**src/outm_timing_map.vh**
```
// constants for the output update timing engine
`ifndef OUTM_TIMING_MAP_VH
`define OUTM_TIMING_MAP_VH
`define OUTM_DIV_W      16
`define OUTM_DIV_ONE    16'h0001
`define OUTM_LINES      8
`define OUTM_SEL_W      3
`define OUTM_MODE_DIV   1'b0
`define OUTM_MODE_EXT   1'b1
`define OUTM_ST_IDLE    2'h0
`define OUTM_ST_ARMED   2'h1
`define OUTM_ST_RUN     2'h2
`define OUTM_PULSE_LEN  2'h2
`define OUTM_LOW_IDLE   2'h0
`define OUTM_LOW_LAST   2'h1
`endif

```
**src/outm_sync2.v**
```verilog
// two-stage synchroniser for a single level
`timescale 1ns/100ps
`default_nettype none
module outm_sync2 (
   input  wire clk,
   input  wire rst,
   input  wire asyncIn,
   output reg  syncOut
);
   reg stage1;
   always @(posedge clk) begin
      if (rst) begin
         stage1  <= 1'b0;
         syncOut <= 1'b0;
      end else begin
         stage1  <= asyncIn;
         syncOut <= stage1;
      end
   end
endmodule // outm_sync2
`default_nettype wire

```
**src/outm_update_engine.v**
```verilog
// output update timing engine: update clock, start and pause handling, exports
// Operation
// - external clock mode: timebase and sync timebase come from the external clock
// - divided mode: every update is timed by interval counter terminal pulses
// - divided mode: sync timebase is the inverse of the update timebase
// - rising-edge mode: external inputs sampled on falling timebase edge
// - selected start trigger is exported without any register stage
// - asserted pause suspends a running generation; no updates while paused
// - selected pause is captured on the sync timebase rising edge
// - trigger sampled by a flop on the clock; source meets setup and hold
// - exportable signals are start trigger, pause trigger and update clock only
// - pause trigger exported asynchronously, only to chassis trigger bus lines
// - exported update clock falling edge launched from the update timebase
// - exported update clock active low, one falling edge per conversion
// - interval counter emits one update every N timebase periods
// - converter performs one conversion on every update clock pulse
// - with pause enabled, generate only while the pause gate is enabled
// - start comes from software command or external pulse, then output begins
`timescale 1ns/100ps
`default_nettype none
`include "outm_timing_map.vh"
module outm_update_engine (
   input  wire                     ref_clk,
   input  wire                     sys_rst,
   input  wire                     clockMode,
   input  wire [`OUTM_DIV_W-1:0]   divideN,
   input  wire                     pauseEnable,
   input  wire                     pauseActiveLow,
   input  wire                     swStart,
   input  wire                     stopCmd,
   input  wire [`OUTM_SEL_W-1:0]   startSel,
   input  wire [`OUTM_SEL_W-1:0]   pauseSel,
   input  wire [`OUTM_LINES-1:0]   programmable_function_line_in,
   input  wire [`OUTM_LINES-1:0]   chassis_trigger_bus_line_in,
   input  wire                     extTimebase,
   input  wire                     extUpdateClk,
   output wire                     startTrigOut,
   output wire                     pauseTrigBusOut,
   output reg                      updateClkOut_n,
   output reg                      convertStrobe,
   output reg                      running,
   output reg                      paused
);
   // start export stays purely combinational: no resync stage allowed
   wire selStartRaw = chassis_trigger_bus_line_in[startSel];
   wire selPauseRaw = chassis_trigger_bus_line_in[pauseSel];
   assign startTrigOut    = selStartRaw;
   assign pauseTrigBusOut = selPauseRaw;

   // every external line crosses into ref_clk for the control logic; only the start and pause exports use the raw bus lines
   wire [`OUTM_LINES-1:0] pfiSync;
   wire [`OUTM_LINES-1:0] busSync;
   wire                   tbSync;
   wire                   extClkSync;
   genvar gi;
   generate
      for (gi = 0; gi < `OUTM_LINES; gi = gi + 1) begin : g_sync
         outm_sync2 u_pfi (
            .clk     (ref_clk),
            .rst     (sys_rst),
            .asyncIn (programmable_function_line_in[gi]),
            .syncOut (pfiSync[gi])
         );
         outm_sync2 u_bus (
            .clk     (ref_clk),
            .rst     (sys_rst),
            .asyncIn (chassis_trigger_bus_line_in[gi]),
            .syncOut (busSync[gi])
         );
      end
   endgenerate
   outm_sync2 u_tb (
      .clk     (ref_clk),
      .rst     (sys_rst),
      .asyncIn (extTimebase),
      .syncOut (tbSync)
   );
   outm_sync2 u_ext (
      .clk     (ref_clk),
      .rst     (sys_rst),
      .asyncIn (extUpdateClk),
      .syncOut (extClkSync)
   );

   // timebase source picked by the mode latched while idle; a mode change
   // during a run would otherwise splice two timebases into one period
   reg  runMode;
   wire tbSrc = (runMode == `OUTM_MODE_EXT) ? extClkSync : tbSync;
   reg  tbPrev;
   always @(posedge ref_clk) begin
      if (sys_rst)
         tbPrev <= 1'b0;
      else
         tbPrev <= tbSrc;
   end
   wire tbRise   = tbSrc & ~tbPrev;
   // sync timebase is the inverse, so its rising edge is the timebase fall
   wire syncTbRise = ~tbSrc & tbPrev;

   // trigger sampling on sync timebase rising edge
   reg startPrev;
   reg pauseLvl;
   wire startLine = busSync[startSel] | pfiSync[startSel];
   wire pauseLine = (busSync[pauseSel] | pfiSync[pauseSel]) ^ pauseActiveLow;
   // start edge is judged only at the sync timebase rise
   always @(posedge ref_clk) begin
      if (sys_rst)
         startPrev <= 1'b0;
      else if (syncTbRise)
         startPrev <= startLine;
   end
   // pause level only moves on the sync timebase edge, like the gate itself
   always @(posedge ref_clk) begin
      if (sys_rst)
         pauseLvl <= 1'b0;
      else if (syncTbRise)
         pauseLvl <= pauseEnable & pauseLine;
   end
   wire extStartEdge = syncTbRise & startLine & ~startPrev;

   // run control
   localparam ST_IDLE = `OUTM_ST_IDLE;
   localparam ST_RUN  = `OUTM_ST_RUN;
   reg [1:0] state;
   reg [1:0] next_state;
   always @* begin
      next_state = state;
      case (state)
         ST_IDLE: begin
            if (swStart || extStartEdge)
               next_state = ST_RUN;
         end
         ST_RUN: begin
            if (stopCmd)
               next_state = ST_IDLE;
         end
         default: next_state = ST_IDLE;
      endcase
   end
   always @(posedge ref_clk) begin
      if (sys_rst)
         state <= ST_IDLE;
      else
         state <= next_state;
   end

   // interval counter, frozen while paused and held before start
   reg  [`OUTM_DIV_W-1:0] count;
   reg  [`OUTM_DIV_W-1:0] next_count;
   reg                    updPulse;
   reg                    next_updPulse;
   wire                   isRun   = (state == ST_RUN);
   wire                   advance = isRun & ~pauseLvl & tbRise;
   // divideN of zero lands on the terminal count at once and acts as one
   wire                   termCnt = (count <= `OUTM_DIV_ONE);
   wire                   extTick = isRun & ~pauseLvl & tbRise;

   // mode follows its input only while idle
   always @(posedge ref_clk) begin
      if (sys_rst)
         runMode <= `OUTM_MODE_DIV;
      else if (!isRun)
         runMode <= clockMode;
   end

   always @* begin
      next_count    = count;
      next_updPulse = 1'b0;
      if (!isRun) begin
         next_count = divideN;
      end else if (runMode == `OUTM_MODE_EXT) begin
         next_updPulse = extTick;
      end else if (advance) begin
         if (termCnt) begin
            next_count    = divideN;
            next_updPulse = 1'b1;
         end else begin
            next_count = count - `OUTM_DIV_ONE;
         end
      end
   end
   always @(posedge ref_clk) begin
      if (sys_rst) begin
         count    <= divideN;
         updPulse <= 1'b0;
      end else begin
         count    <= next_count;
         updPulse <= next_updPulse;
      end
   end

   // status flags trail the controller by one clock
   always @(posedge ref_clk) begin
      if (sys_rst) begin
         convertStrobe <= 1'b0;
         running       <= 1'b0;
         paused        <= 1'b0;
      end else begin
         convertStrobe <= updPulse;
         running       <= isRun;
         paused        <= isRun & pauseLvl;
      end
   end

   // exported update clock: low for a short window per conversion;
   // a stop in mid-pulse still lets the window run out
   reg [1:0] lowCnt;
   always @(posedge ref_clk) begin
      if (sys_rst) begin
         updateClkOut_n <= 1'b1;
         lowCnt         <= `OUTM_LOW_IDLE;
      end else if (updPulse) begin
         updateClkOut_n <= 1'b0;
         lowCnt         <= `OUTM_PULSE_LEN;
      end else if (lowCnt != `OUTM_LOW_IDLE) begin
         lowCnt <= lowCnt - `OUTM_LOW_LAST;
         if (lowCnt == `OUTM_LOW_LAST)
            updateClkOut_n <= 1'b1;
      end
   end
endmodule // outm_update_engine
`default_nettype wire

```
**config.mk**
```make
export PLATFORM = sky130hd
export DESIGN_NAME = outm_update_engine
export DESIGN_NICKNAME = d
export VERILOG_FILES = /design/src/outm_sync2.v /design/src/outm_update_engine.v
export VERILOG_INCLUDE_DIRS = /design/src
export SDC_FILE = /design/constraint.sdc
export NUM_CORES = 1
export LEC_CHECK = 0
export ABC_CLOCK_PERIOD_IN_PS = 2300
export BUFFER_PORTS_ARGS = -buffer_cell sky130_fd_sc_hd__buf_4
export CAP_MARGIN = 20
export CORE_UTILIZATION = 49
export DETAILED_ROUTE_END_ITERATION = 12
export PLACE_DENSITY_LB_ADDON = 0.2
export SLEW_MARGIN = 20
export SYNTH_ARGS = -nofsm -noshare
export SYNTH_HDL_FRONTEND = slang
export SYNTH_SLANG_ARGS = --single-unit
```
**constraint.sdc**
```tcl
create_clock -name ref_clk -period 2.3 [get_ports ref_clk]
set_input_delay 0.345 -clock ref_clk [delete_from_list [all_inputs] [get_ports ref_clk]]
set_output_delay 0.345 -clock ref_clk [all_outputs]
set_load 0.05 [all_outputs]
```
=== Yosys cells after proc, flatten, opt, wreduce, memory -nomap -nowiden ===
Index checks and enable logic that the tools add are counted.
Widths: inputs -> output; s select.

* Register bits after elaboration: 65
* Bits in latches: 0
* Memory bits (writable): 0
* Memory bits (read-only): 0
* Input bits: 47
* Word-level logic and storage cells: 115
* Memories kept: 0

* $add $sub $neg: 2
* Multiply operators: 0
* Divide/modulo/power cells: 0
* Magnitude comparators: 3
* Equality and inequality tests: 6
* Shift operators: 0
* Multiplexer cells: 29
* Bitwise gates (word level): 16
* Reduce and logical (&&, ||, !) cells: 10

{| class="wikitable"
|+ Operators with widths
! cell !! count
|-
| $mux 16 || 5
|-
| $bmux 1 s3 || 6
|-
| $le 16x1->1 const B || 1
|-
| $sub 16x1->16 const B || 1
|-
| $mux 1 || 13
|-
| $and 1x1->1 || 8
|-
| $lt 3x4->1 const B || 2
|-
| $mux 2 || 4
|-
| $reduce_and 2->1 || 3
|-
| $reduce_bool 2->1 || 3
|-
| $not 1->1 || 5
|-
| $ne 2x2->1 const B || 2
|-
| $pmux 2 s2 || 1
|-
| $reduce_or 2->1 || 2
|-
| $ne 3x2->1 const B || 1
|-
| $ne 3x3->1 const B || 1
|-
| $eq 2x1->1 const B || 1
|-
| $eq 2x2->1 const B || 1
|-
| $logic_not 2->1 || 1
|-
| $or 1x1->1 || 2
|-
| $sub 2x1->2 const B || 1
|-
| $logic_or 1x1->1 || 1
|-
| $xor 1x1->1 || 1
|}

=== Longest topological paths before layout ===
Gate-level depths: netlist of the first run.

* Depth after elaboration: 8
* Gate-level depth with buffers: 8
* Depth with buffers taken out: 7

=== Modules after synthesis ===
Synthesis of the first run repeated with hierarchy kept, for this count alone.

* Cell total of the unflattened synthesis: 242
* Area total of the unflattened synthesis: 2581.2 µm²

{| class="wikitable"
|+ By module, submodules not included
! module !! times used !! cells an instance !! area each (µm²) !! seq. area each (µm²)
|-
| outm_update_engine || 1 || 170 || 1635.3 || 720.7
|-
| outm_sync2 || 18 || 4 || 52.6 || 40.0
|}

=== Worst setup path before layout of the first run ===
Ideal clock, no wire load.

* Path type: register -> register
* Start: register runMode
* End: register count[0], enable pin
* Data arrival time: 1.748 ns
* Setup slack: 0.138 ns
* Cell stages (with the launch flop): 3
* Path buffers: 0
* Cells stage by stage: dfxtp_1 nand2b_1 o31ai_1

* Cells in the longest elaborated chain, start to end: 5
* Elaborated cells between the ends (all ways): 6

{| class="wikitable"
|+ Ends and longest elaborated chain
! what !! line !! source
|-
| start, declared || outm_update_engine.v:87 || <nowiki>reg runMode;</nowiki>
|-
| start signal, assigned || outm_update_engine.v:161 || <nowiki>runMode <= `OUTM_MODE_DIV;</nowiki>
|-
| start signal, assigned || outm_update_engine.v:163 || <nowiki>runMode <= clockMode;</nowiki>
|-
| $mux 1 || outm_update_engine.v:88 || <nowiki>wire tbSrc = (runMode == `OUTM_MODE_EXT) ? extClkSync : tbSync;</nowiki>
|-
| $and 1x1->1 || outm_update_engine.v:96 || <nowiki>wire tbRise = tbSrc & ~tbPrev;</nowiki>
|-
| $and 1x1->1 || outm_update_engine.v:153 || <nowiki>wire advance = isRun & ~pauseLvl & tbRise;</nowiki>
|-
| $ne 3x2->1 (no line) || -- ||
|-
| $reduce_and 2->1 (no line) * || -- ||
|-
| end signal, assigned || outm_update_engine.v:184 || <nowiki>count <= divideN;</nowiki>
|-
| end signal, assigned || outm_update_engine.v:187 || <nowiki>count <= next_count;</nowiki>
|-
| end, declared || outm_update_engine.v:148 || <nowiki>reg [`OUTM_DIV_W-1:0] count;</nowiki>
|}

Every way passes the cells marked *; elsewhere a longest branch is shown, timed or not.
A chain may end at the register's enable or synchronous reset.

=== Worst setup path in the final report of the first run ===
* Start: register count[0]
* End: register count[4] (data pin)

* Cells in the longest elaborated chain, start to end: 6
* Elaborated cells between the ends (all ways): 7

{| class="wikitable"
|+ Ends and longest elaborated chain
! what !! line !! source
|-
| $sub 16x1->16 (no line) or $le 16x1->1 (tied branches) || -- ||
|-
| $mux 16 * || outm_update_engine.v:174 || <nowiki>if (termCnt) begin</nowiki>
|-
| $mux 16 * || outm_update_engine.v:173 || <nowiki>end else if (advance) begin</nowiki>
|-
| $mux 16 * || outm_update_engine.v:171 || <nowiki>end else if (runMode == `OUTM_MODE_EXT) begin</nowiki>
|-
| $mux 16 * || outm_update_engine.v:169 || <nowiki>if (!isRun) begin</nowiki>
|-
| $mux 16 * || outm_update_engine.v:183 || <nowiki>if (sys_rst) begin</nowiki>
|}

Every way passes the cells marked *; elsewhere a longest branch is shown, timed or not. The select of a mux whose other input is x is not followed.

==> results of run 1 <==
power by group through the flow:
stage | clock, mW | combinational, mW | sequential [mW]
floorplan | 0 | 0.212 | 1.29
global placement | 0 | 0.322 | 1.30
detailed placement | 0 | 0.328 | 1.30
CTS | 1.01 | 0.331 | 1.28
global route | 1.06 | 0.358 | 1.29
finish | 0.981 | 0.326 | 1.28
cell usage after synthesis:
cell type,n,area [um^2]
mux4_2,6,135
o21bai_1,1,7.51
inv_1,4,15.0
buf_2,1,5.00
nor2b_1,38,238
a21o_2,1,8.76
or4_4,2,22.5
a21oi_1,14,70.1
clkbuf_1,7,26.3
mux2i_1,2,20.0
o221ai_1,1,8.76
o21ai_2,15,131
nor3_4,1,16.3
nand3_1,2,10.0
edfxtp_1,16,480
nor2_1,16,60.1
ha_1,2,25.0
mux2_2,2,22.5
o31ai_1,2,15.0
nor3b_1,1,7.51
xor2_1,7,61.3
nor4_1,3,18.8
nand2b_1,2,12.5
buf_8,1,15.0
nor3_1,9,45.0
xnor2_1,6,52.6
nand4b_1,1,8.76
and3_1,1,6.26
nor3_2,1,10.0
o21ai_0,1,5.00
nand2b_4,1,13.8
nor2_4,1,11.3
nand3b_1,1,7.51
nand4_1,3,18.8
dfxtp_1,48,961
a311o_4,1,20.0
and2_1,1,6.26
nand2_1,21,78.8
and3b_1,1,8.76
buf_6,2,22.5
through the flow:
stage	util (%)	setup slack (ps)	instance area, um^2	cells	power [mW]
2_1_floorplan	-	138	2710	246	1.51
3_3_place_gp	61.1	301	3180	363	1.62
3_5_place_dp	61.1	227	3180	363	1.63
4_1_cts	65.1	213	3390	379	2.62
5_1_grt	65.1	45.4	3390	379	2.71
6_report	65.1	228	3390	379	2.58
layer usage:
layer / wire length (um) / part of all wire [%] / track usage (%) / vias up
li1: - / - / - / 966
met1: 2060 / 42 / 21.4 / 873
met3: 228 / 4.6 / 5.27 / 11
met4: 125 / 2.5 / 10.8 / 0
met2: 2520 / 51 / 31.6 / 44
met5: 0 / 0 / 0 / -
worst max-delay path: stages (launching register included):
cell      delay [ps]
edfxtp_1         460
inv_1             90
ha_1             190
nor2_1            60
nor4_1           340
a311o_4          420
buf_4            200
o21ai_2           60
layout make-up:
type / instances / area (um^2) / area share, %
Tap cell: 70 / 87.6 / 2.58
Inverter: 4 / 15.0 / 0.443
Sequential cell: 64 / 1440 / 42.5
Clock inverter: 3 / 40.0 / 1.18
Multi-Input combinational cell: 167 / 1190 / 35.1
Timing Repair Buffer: 58 / 448 / 13.2
Clock buffer: 13 / 169 / 4.98
cell families after synthesis:
group | after synthesis
AND/OR/NAND/NOR | 106
flip-flops | 64
AO/OA/AOI/OAI | 36
buffers and inverters | 15
XOR/XNOR | 13
multiplexers | 10
adder cells (fa/ha/maj) | 2
registers in the layout, summed over array words and instances, names as in the netlist, 2 cells and up:
signal,flops
count,16
g_sync.u_bus.stage1,8
g_sync.u_bus.syncOut,8
g_sync.u_pfi.stage1,8
g_sync.u_pfi.syncOut,8
lowCnt,2
path summary, 6_finish.rpt:
kind                                     startpoint                                  to  slack (ps)
setup / recovery                 count[0]$_DFFE_PP_                  count[4]$_DFFE_PP_         230
hold / removal     programmable_function_line_in[6]   g_sync[6].u_pfi.stage1$_SDFF_PP0_         220
setup reg to reg                 count[0]$_DFFE_PP_                  count[4]$_DFFE_PP_         230
hold reg to reg   g_sync[5].u_bus.stage1$_SDFF_PP0_  g_sync[5].u_bus.syncOut$_SDFF_PP0_         430
==> results.sh, run 1 <==
export IMPL_status="complete, no violations"
export IMPL_hold_slack_ps=224
export IMPL_final_common_cell="buf_4"
export IMPL_power_density_nw_per_um2=762
export IMPL_pwr_share_comb_pct=12.6
export IMPL_avgSynthCellArea_um2=11.0
export IMPL_period_share_pct=90.1
export IMPL_setup_violations=0
export IMPL_synthCells=246
export IMPL_seqPwrFrac_pct=49.4
export IMPL_p_int_mw=1.98
export IMPL_path_max_fanout=16
export IMPL_grtUsageTotal_pct=18.8
export IMPL_die_area_um2=5830
export IMPL_synthDistinctLibCells=40
export IMPL_synthSimpleGateAreaFrac_pct=22.2
export IMPL_worstMarginPinSlew_ps=473
export IMPL_finalHoldViolCount=0
export IMPL_insertion_delay_ps=340
export IMPL_clkSinkCount=64
export IMPL_rsz0062_at_grt="false"
export IMPL_period_needed_ps=2070
export IMPL_reg2reg_depth=7
export IMPL_mostFrequentLayoutCells="buf_4 (57), dfxtp_1 (48), nor2b_1 (38)"
export IMPL_synth_mux_area_share_pct=6.56
export IMPL_port_buffers=52
export IMPL_hold_buffers=0
export IMPL_startpoint_type="register"
export IMPL_grt_max_degree=48
export IMPL_clkPwrFrac_pct=38.0
export IMPL_std_cell_rows=26
export IMPL_viasPerCell=5.00
export IMPL_end_kind="register"
export IMPL_antenna_found_initial=0
export IMPL_synth_net_count=295
export IMPL_ir_drop_uv=424
export IMPL_cp_required_ps=2390
export IMPL_synth_xor_area_share_pct=4.20
export IMPL_timing_fmax_mhz=483
export IMPL_cts_tree="done"
export IMPL_dr_pass1_iters=4
export IMPL_fill_cells=437
export IMPL_path_class="register to register"
export IMPL_slew_headroom_pct=68.3
export IMPL_synth_area_um2=2710
export IMPL_cts_max_level=3
export IMPL_yosysWarnings=0
export IMPL_grt_ovfl_total=0
export IMPL_synth_top_family_by_area="simple AND/OR/NAND/NOR gates"
export IMPL_antenna_cells=0
export IMPL_cts_resized=0
export IMPL_coreArea_um2=5200
export IMPL_synth_seq_area_share_pct=53.2
export IMPL_num_vias=1894
export IMPL_ant_nets=0
export IMPL_synth_compound_area_share_pct=9.84
export IMPL_die_width_um=76.4
export IMPL_layout_area_overhead_vs_synth_pct=25.1
export IMPL_synthAdderAreaFrac_pct=0.924
export IMPL_cts_buffers=9
export IMPL_min_delay_path_depth=2
export IMPL_gp_congestion=0.806
export IMPL_post_drt_wl_per_cell_um=13.0
export IMPL_drtIter0Drc=95
export IMPL_grt_pass1_wl_um=8260
export IMPL_fin_nets=353
export IMPL_sw_frac_of_total_pct=23.2
export IMPL_tns_ps=0
export IMPL_grt_pass1_vias=1906
export IMPL_clockBufferDepth=2
export IMPL_wl_um=4940
export IMPL_start_util_pct=52.0
export IMPL_cts_setup_buffers=0
export IMPL_drive_above_1_share_pct=34.0
export IMPL_die_y_um=76.4
export IMPL_drc_errors=0
export IMPL_min_path_type="input port to register"
export IMPL_arrival_ps=2160
export IMPL_leakage_nw=1.39
export IMPL_netSwitchingPower_mw=0.599
export IMPL_clk_pin_slew_worst_paths_ps=60
export IMPL_slew_violations=0
export IMPL_dp_hpwl_um=3610
export IMPL_design_portCount=53
export IMPL_maxCapViolCount=0
export IMPL_skew_ps=8.39
export IMPL_root_buffer="clkbuf_8"
export IMPL_yosys_register_bits=64
(Power assumes the default switching activity.)
==> run 2, diff against run 1 <==
Settings changed: REMOVE_ABC_BUFFERS set to 1.
==> results.sh, run 2 (synthesis results as in run 1) <==
export IMPL_status="complete, no violations"
export IMPL_dr_pass1_iters=4
export IMPL_drive_above_1_share_pct=33.8
export IMPL_cts_tree="done"
export IMPL_arrival_ps=2210
export IMPL_grt_pass1_wl_um=8410
export IMPL_coreArea_um2=5200
export IMPL_grt_ovfl_total=0
export IMPL_crit_chain="inv_1 > ha_1 > nor2_1 > nor4_1 > a311o_4 > buf_12 > o21ai_2"
export IMPL_cp_slowest_stage_delay_ps=460
export IMPL_skew_ps=5.26
export IMPL_p_int_mw=1.96
export IMPL_tns_ps=0
export IMPL_sw_frac_of_total_pct=24.4
export IMPL_layout_area_overhead_vs_synth_pct=24.7
export IMPL_rsz0062_at_grt="false"
export IMPL_grt_max_degree=48
export IMPL_mostFrequentLayoutCells="buf_4 (56), dfxtp_1 (48), nor2b_1 (38)"
export IMPL_path_class="register to register"
export IMPL_clkPwrFrac_pct=38.1
export IMPL_leakage_nw=1.38
export IMPL_clk_pin_slew_worst_paths_ps=70
export IMPL_start_util_pct=52.0
export IMPL_worstMarginPinSlew_ps=473
export IMPL_viasPerCell=5.04
export IMPL_fin_nets=352
export IMPL_ir_drop_uv=453
export IMPL_final_common_cell="buf_4"
export IMPL_slew_headroom_pct=68.2
export IMPL_netSwitchingPower_mw=0.631
export IMPL_path_max_fanout=18
export IMPL_port_buffers=52
export IMPL_cp_required_ps=2390
export IMPL_design_portCount=53
export IMPL_timing_fmax_mhz=471
export IMPL_post_drt_wl_per_cell_um=13.1
export IMPL_dp_hpwl_um=3500
export IMPL_drtIter0Drc=97
export IMPL_setup_violations=0
export IMPL_grt_pass1_vias=1803
export IMPL_grtUsageTotal_pct=19.0
export IMPL_gp_congestion=0.796
export IMPL_finalHoldViolCount=0
export IMPL_cts_buffers=9
export IMPL_crit_family="compound AO/OA/AOI/OAI gates"
export IMPL_clockBufferDepth=2
export IMPL_p_total_mw=2.59
export IMPL_clkSinkCount=64
export IMPL_wl_um=4940
export IMPL_std_cell_rows=26
export IMPL_die_width_um=76.4
export IMPL_period_share_pct=92.2
export IMPL_regMostFlops="count"
export IMPL_die_y_um=76.4
export IMPL_r2r_slack_ps=180
export IMPL_stdcell_area_um2=3380
export IMPL_critPathSlowestCell="edfxtp_1"
export IMPL_cts_max_level=3
export IMPL_maxCapViolCount=0
export IMPL_min_path_type="input port to register"
export IMPL_drc_errors=0
export IMPL_slew_violations=0
export IMPL_hold_buffers=0
export IMPL_power_density_nw_per_um2=767
export IMPL_antenna_found_initial=0
export IMPL_cts_resized=0
export IMPL_seqPwrFrac_pct=49.4
export IMPL_dpl_instance_area_um2=3170
export IMPL_largest_reg_flops=16
export IMPL_startpoint_type="register"
export IMPL_die_area_um2=5830
export IMPL_cts_setup_buffers=0
export IMPL_ant_nets=0
export IMPL_root_buffer="clkbuf_8"
export IMPL_pwr_share_comb_pct=12.6
export IMPL_insertion_delay_ps=340
export IMPL_path_buf_inv=2
export IMPL_end_kind="register"
export IMPL_antenna_cells=0
export IMPL_num_vias=1907
export IMPL_period_needed_ps=2120
-- run 2: cell types whose count changed in the layout (fill, tap and decap cells not counted), sizes merged --
cell    change
buf         -1
inv         +3
clkinv      -2
clkbuf      -1
-- run 2: path summary, 6_finish.rpt --
| kind | start | endpoint | cells after the start |
|---|---|---|---|
| setup reg to reg | count[0]$_DFFE_PP_ | count[6]$_DFFE_PP_ | 7 |
| setup / recovery | count[0]$_DFFE_PP_ | count[6]$_DFFE_PP_ | 7 |
| hold reg to reg | u_tb.stage1$_SDFF_PP0_ | u_tb.syncOut$_SDFF_PP0_ | 1 |
| hold / removal | programmable_function_line_in[5] | g_sync[5].u_pfi.stage1$_SDFF_PP0_ | 2 |
-- run 2: per-layer routing --
layer	GRT usage, %	vias up	share of wire (%)
met5	0	-	0
met1	24.6	882	47
li1	-	971	-
met3	3.83	11	4.7
met2	29.4	43	46
met4	11.5	0	2.3
-- run 2: power by group through the flow --
stage | registers, mW | clock network (mW) | logic [mW]
after detailed placement | 1.30 | 0 | 0.326
after floorplan | 1.29 | 0 | 0.189
final | 1.28 | 0.986 | 0.326
after global routing | 1.29 | 1.04 | 0.359
after global placement | 1.30 | 0 | 0.322
after CTS | 1.28 | 1.00 | 0.329
-- run 2: final cells by class --
type,count,area [um^2]
fill,415,1830
sequential,64,1440
multi-input combinational,167,1190
timing repair buffer,57,440
clock buffer,12,155
tap,70,87.6
clock inverter,4,48.8
inverter,4,15.0
-- run 2: stage by stage --
stage | instances | hold WS [ps] | worst slack [ps] | utilization (%)
floorplan | 235 | 414 | 138 | -
global placement | 362 | 416 | 279 | 61.0
detailed placement | 362 | 422 | 166 | 61.0
CTS | 378 | 201 | 151 | 64.9
global route | 378 | 215 | 21.3 | 64.9
finish | 378 | 213 | 179 | 64.9
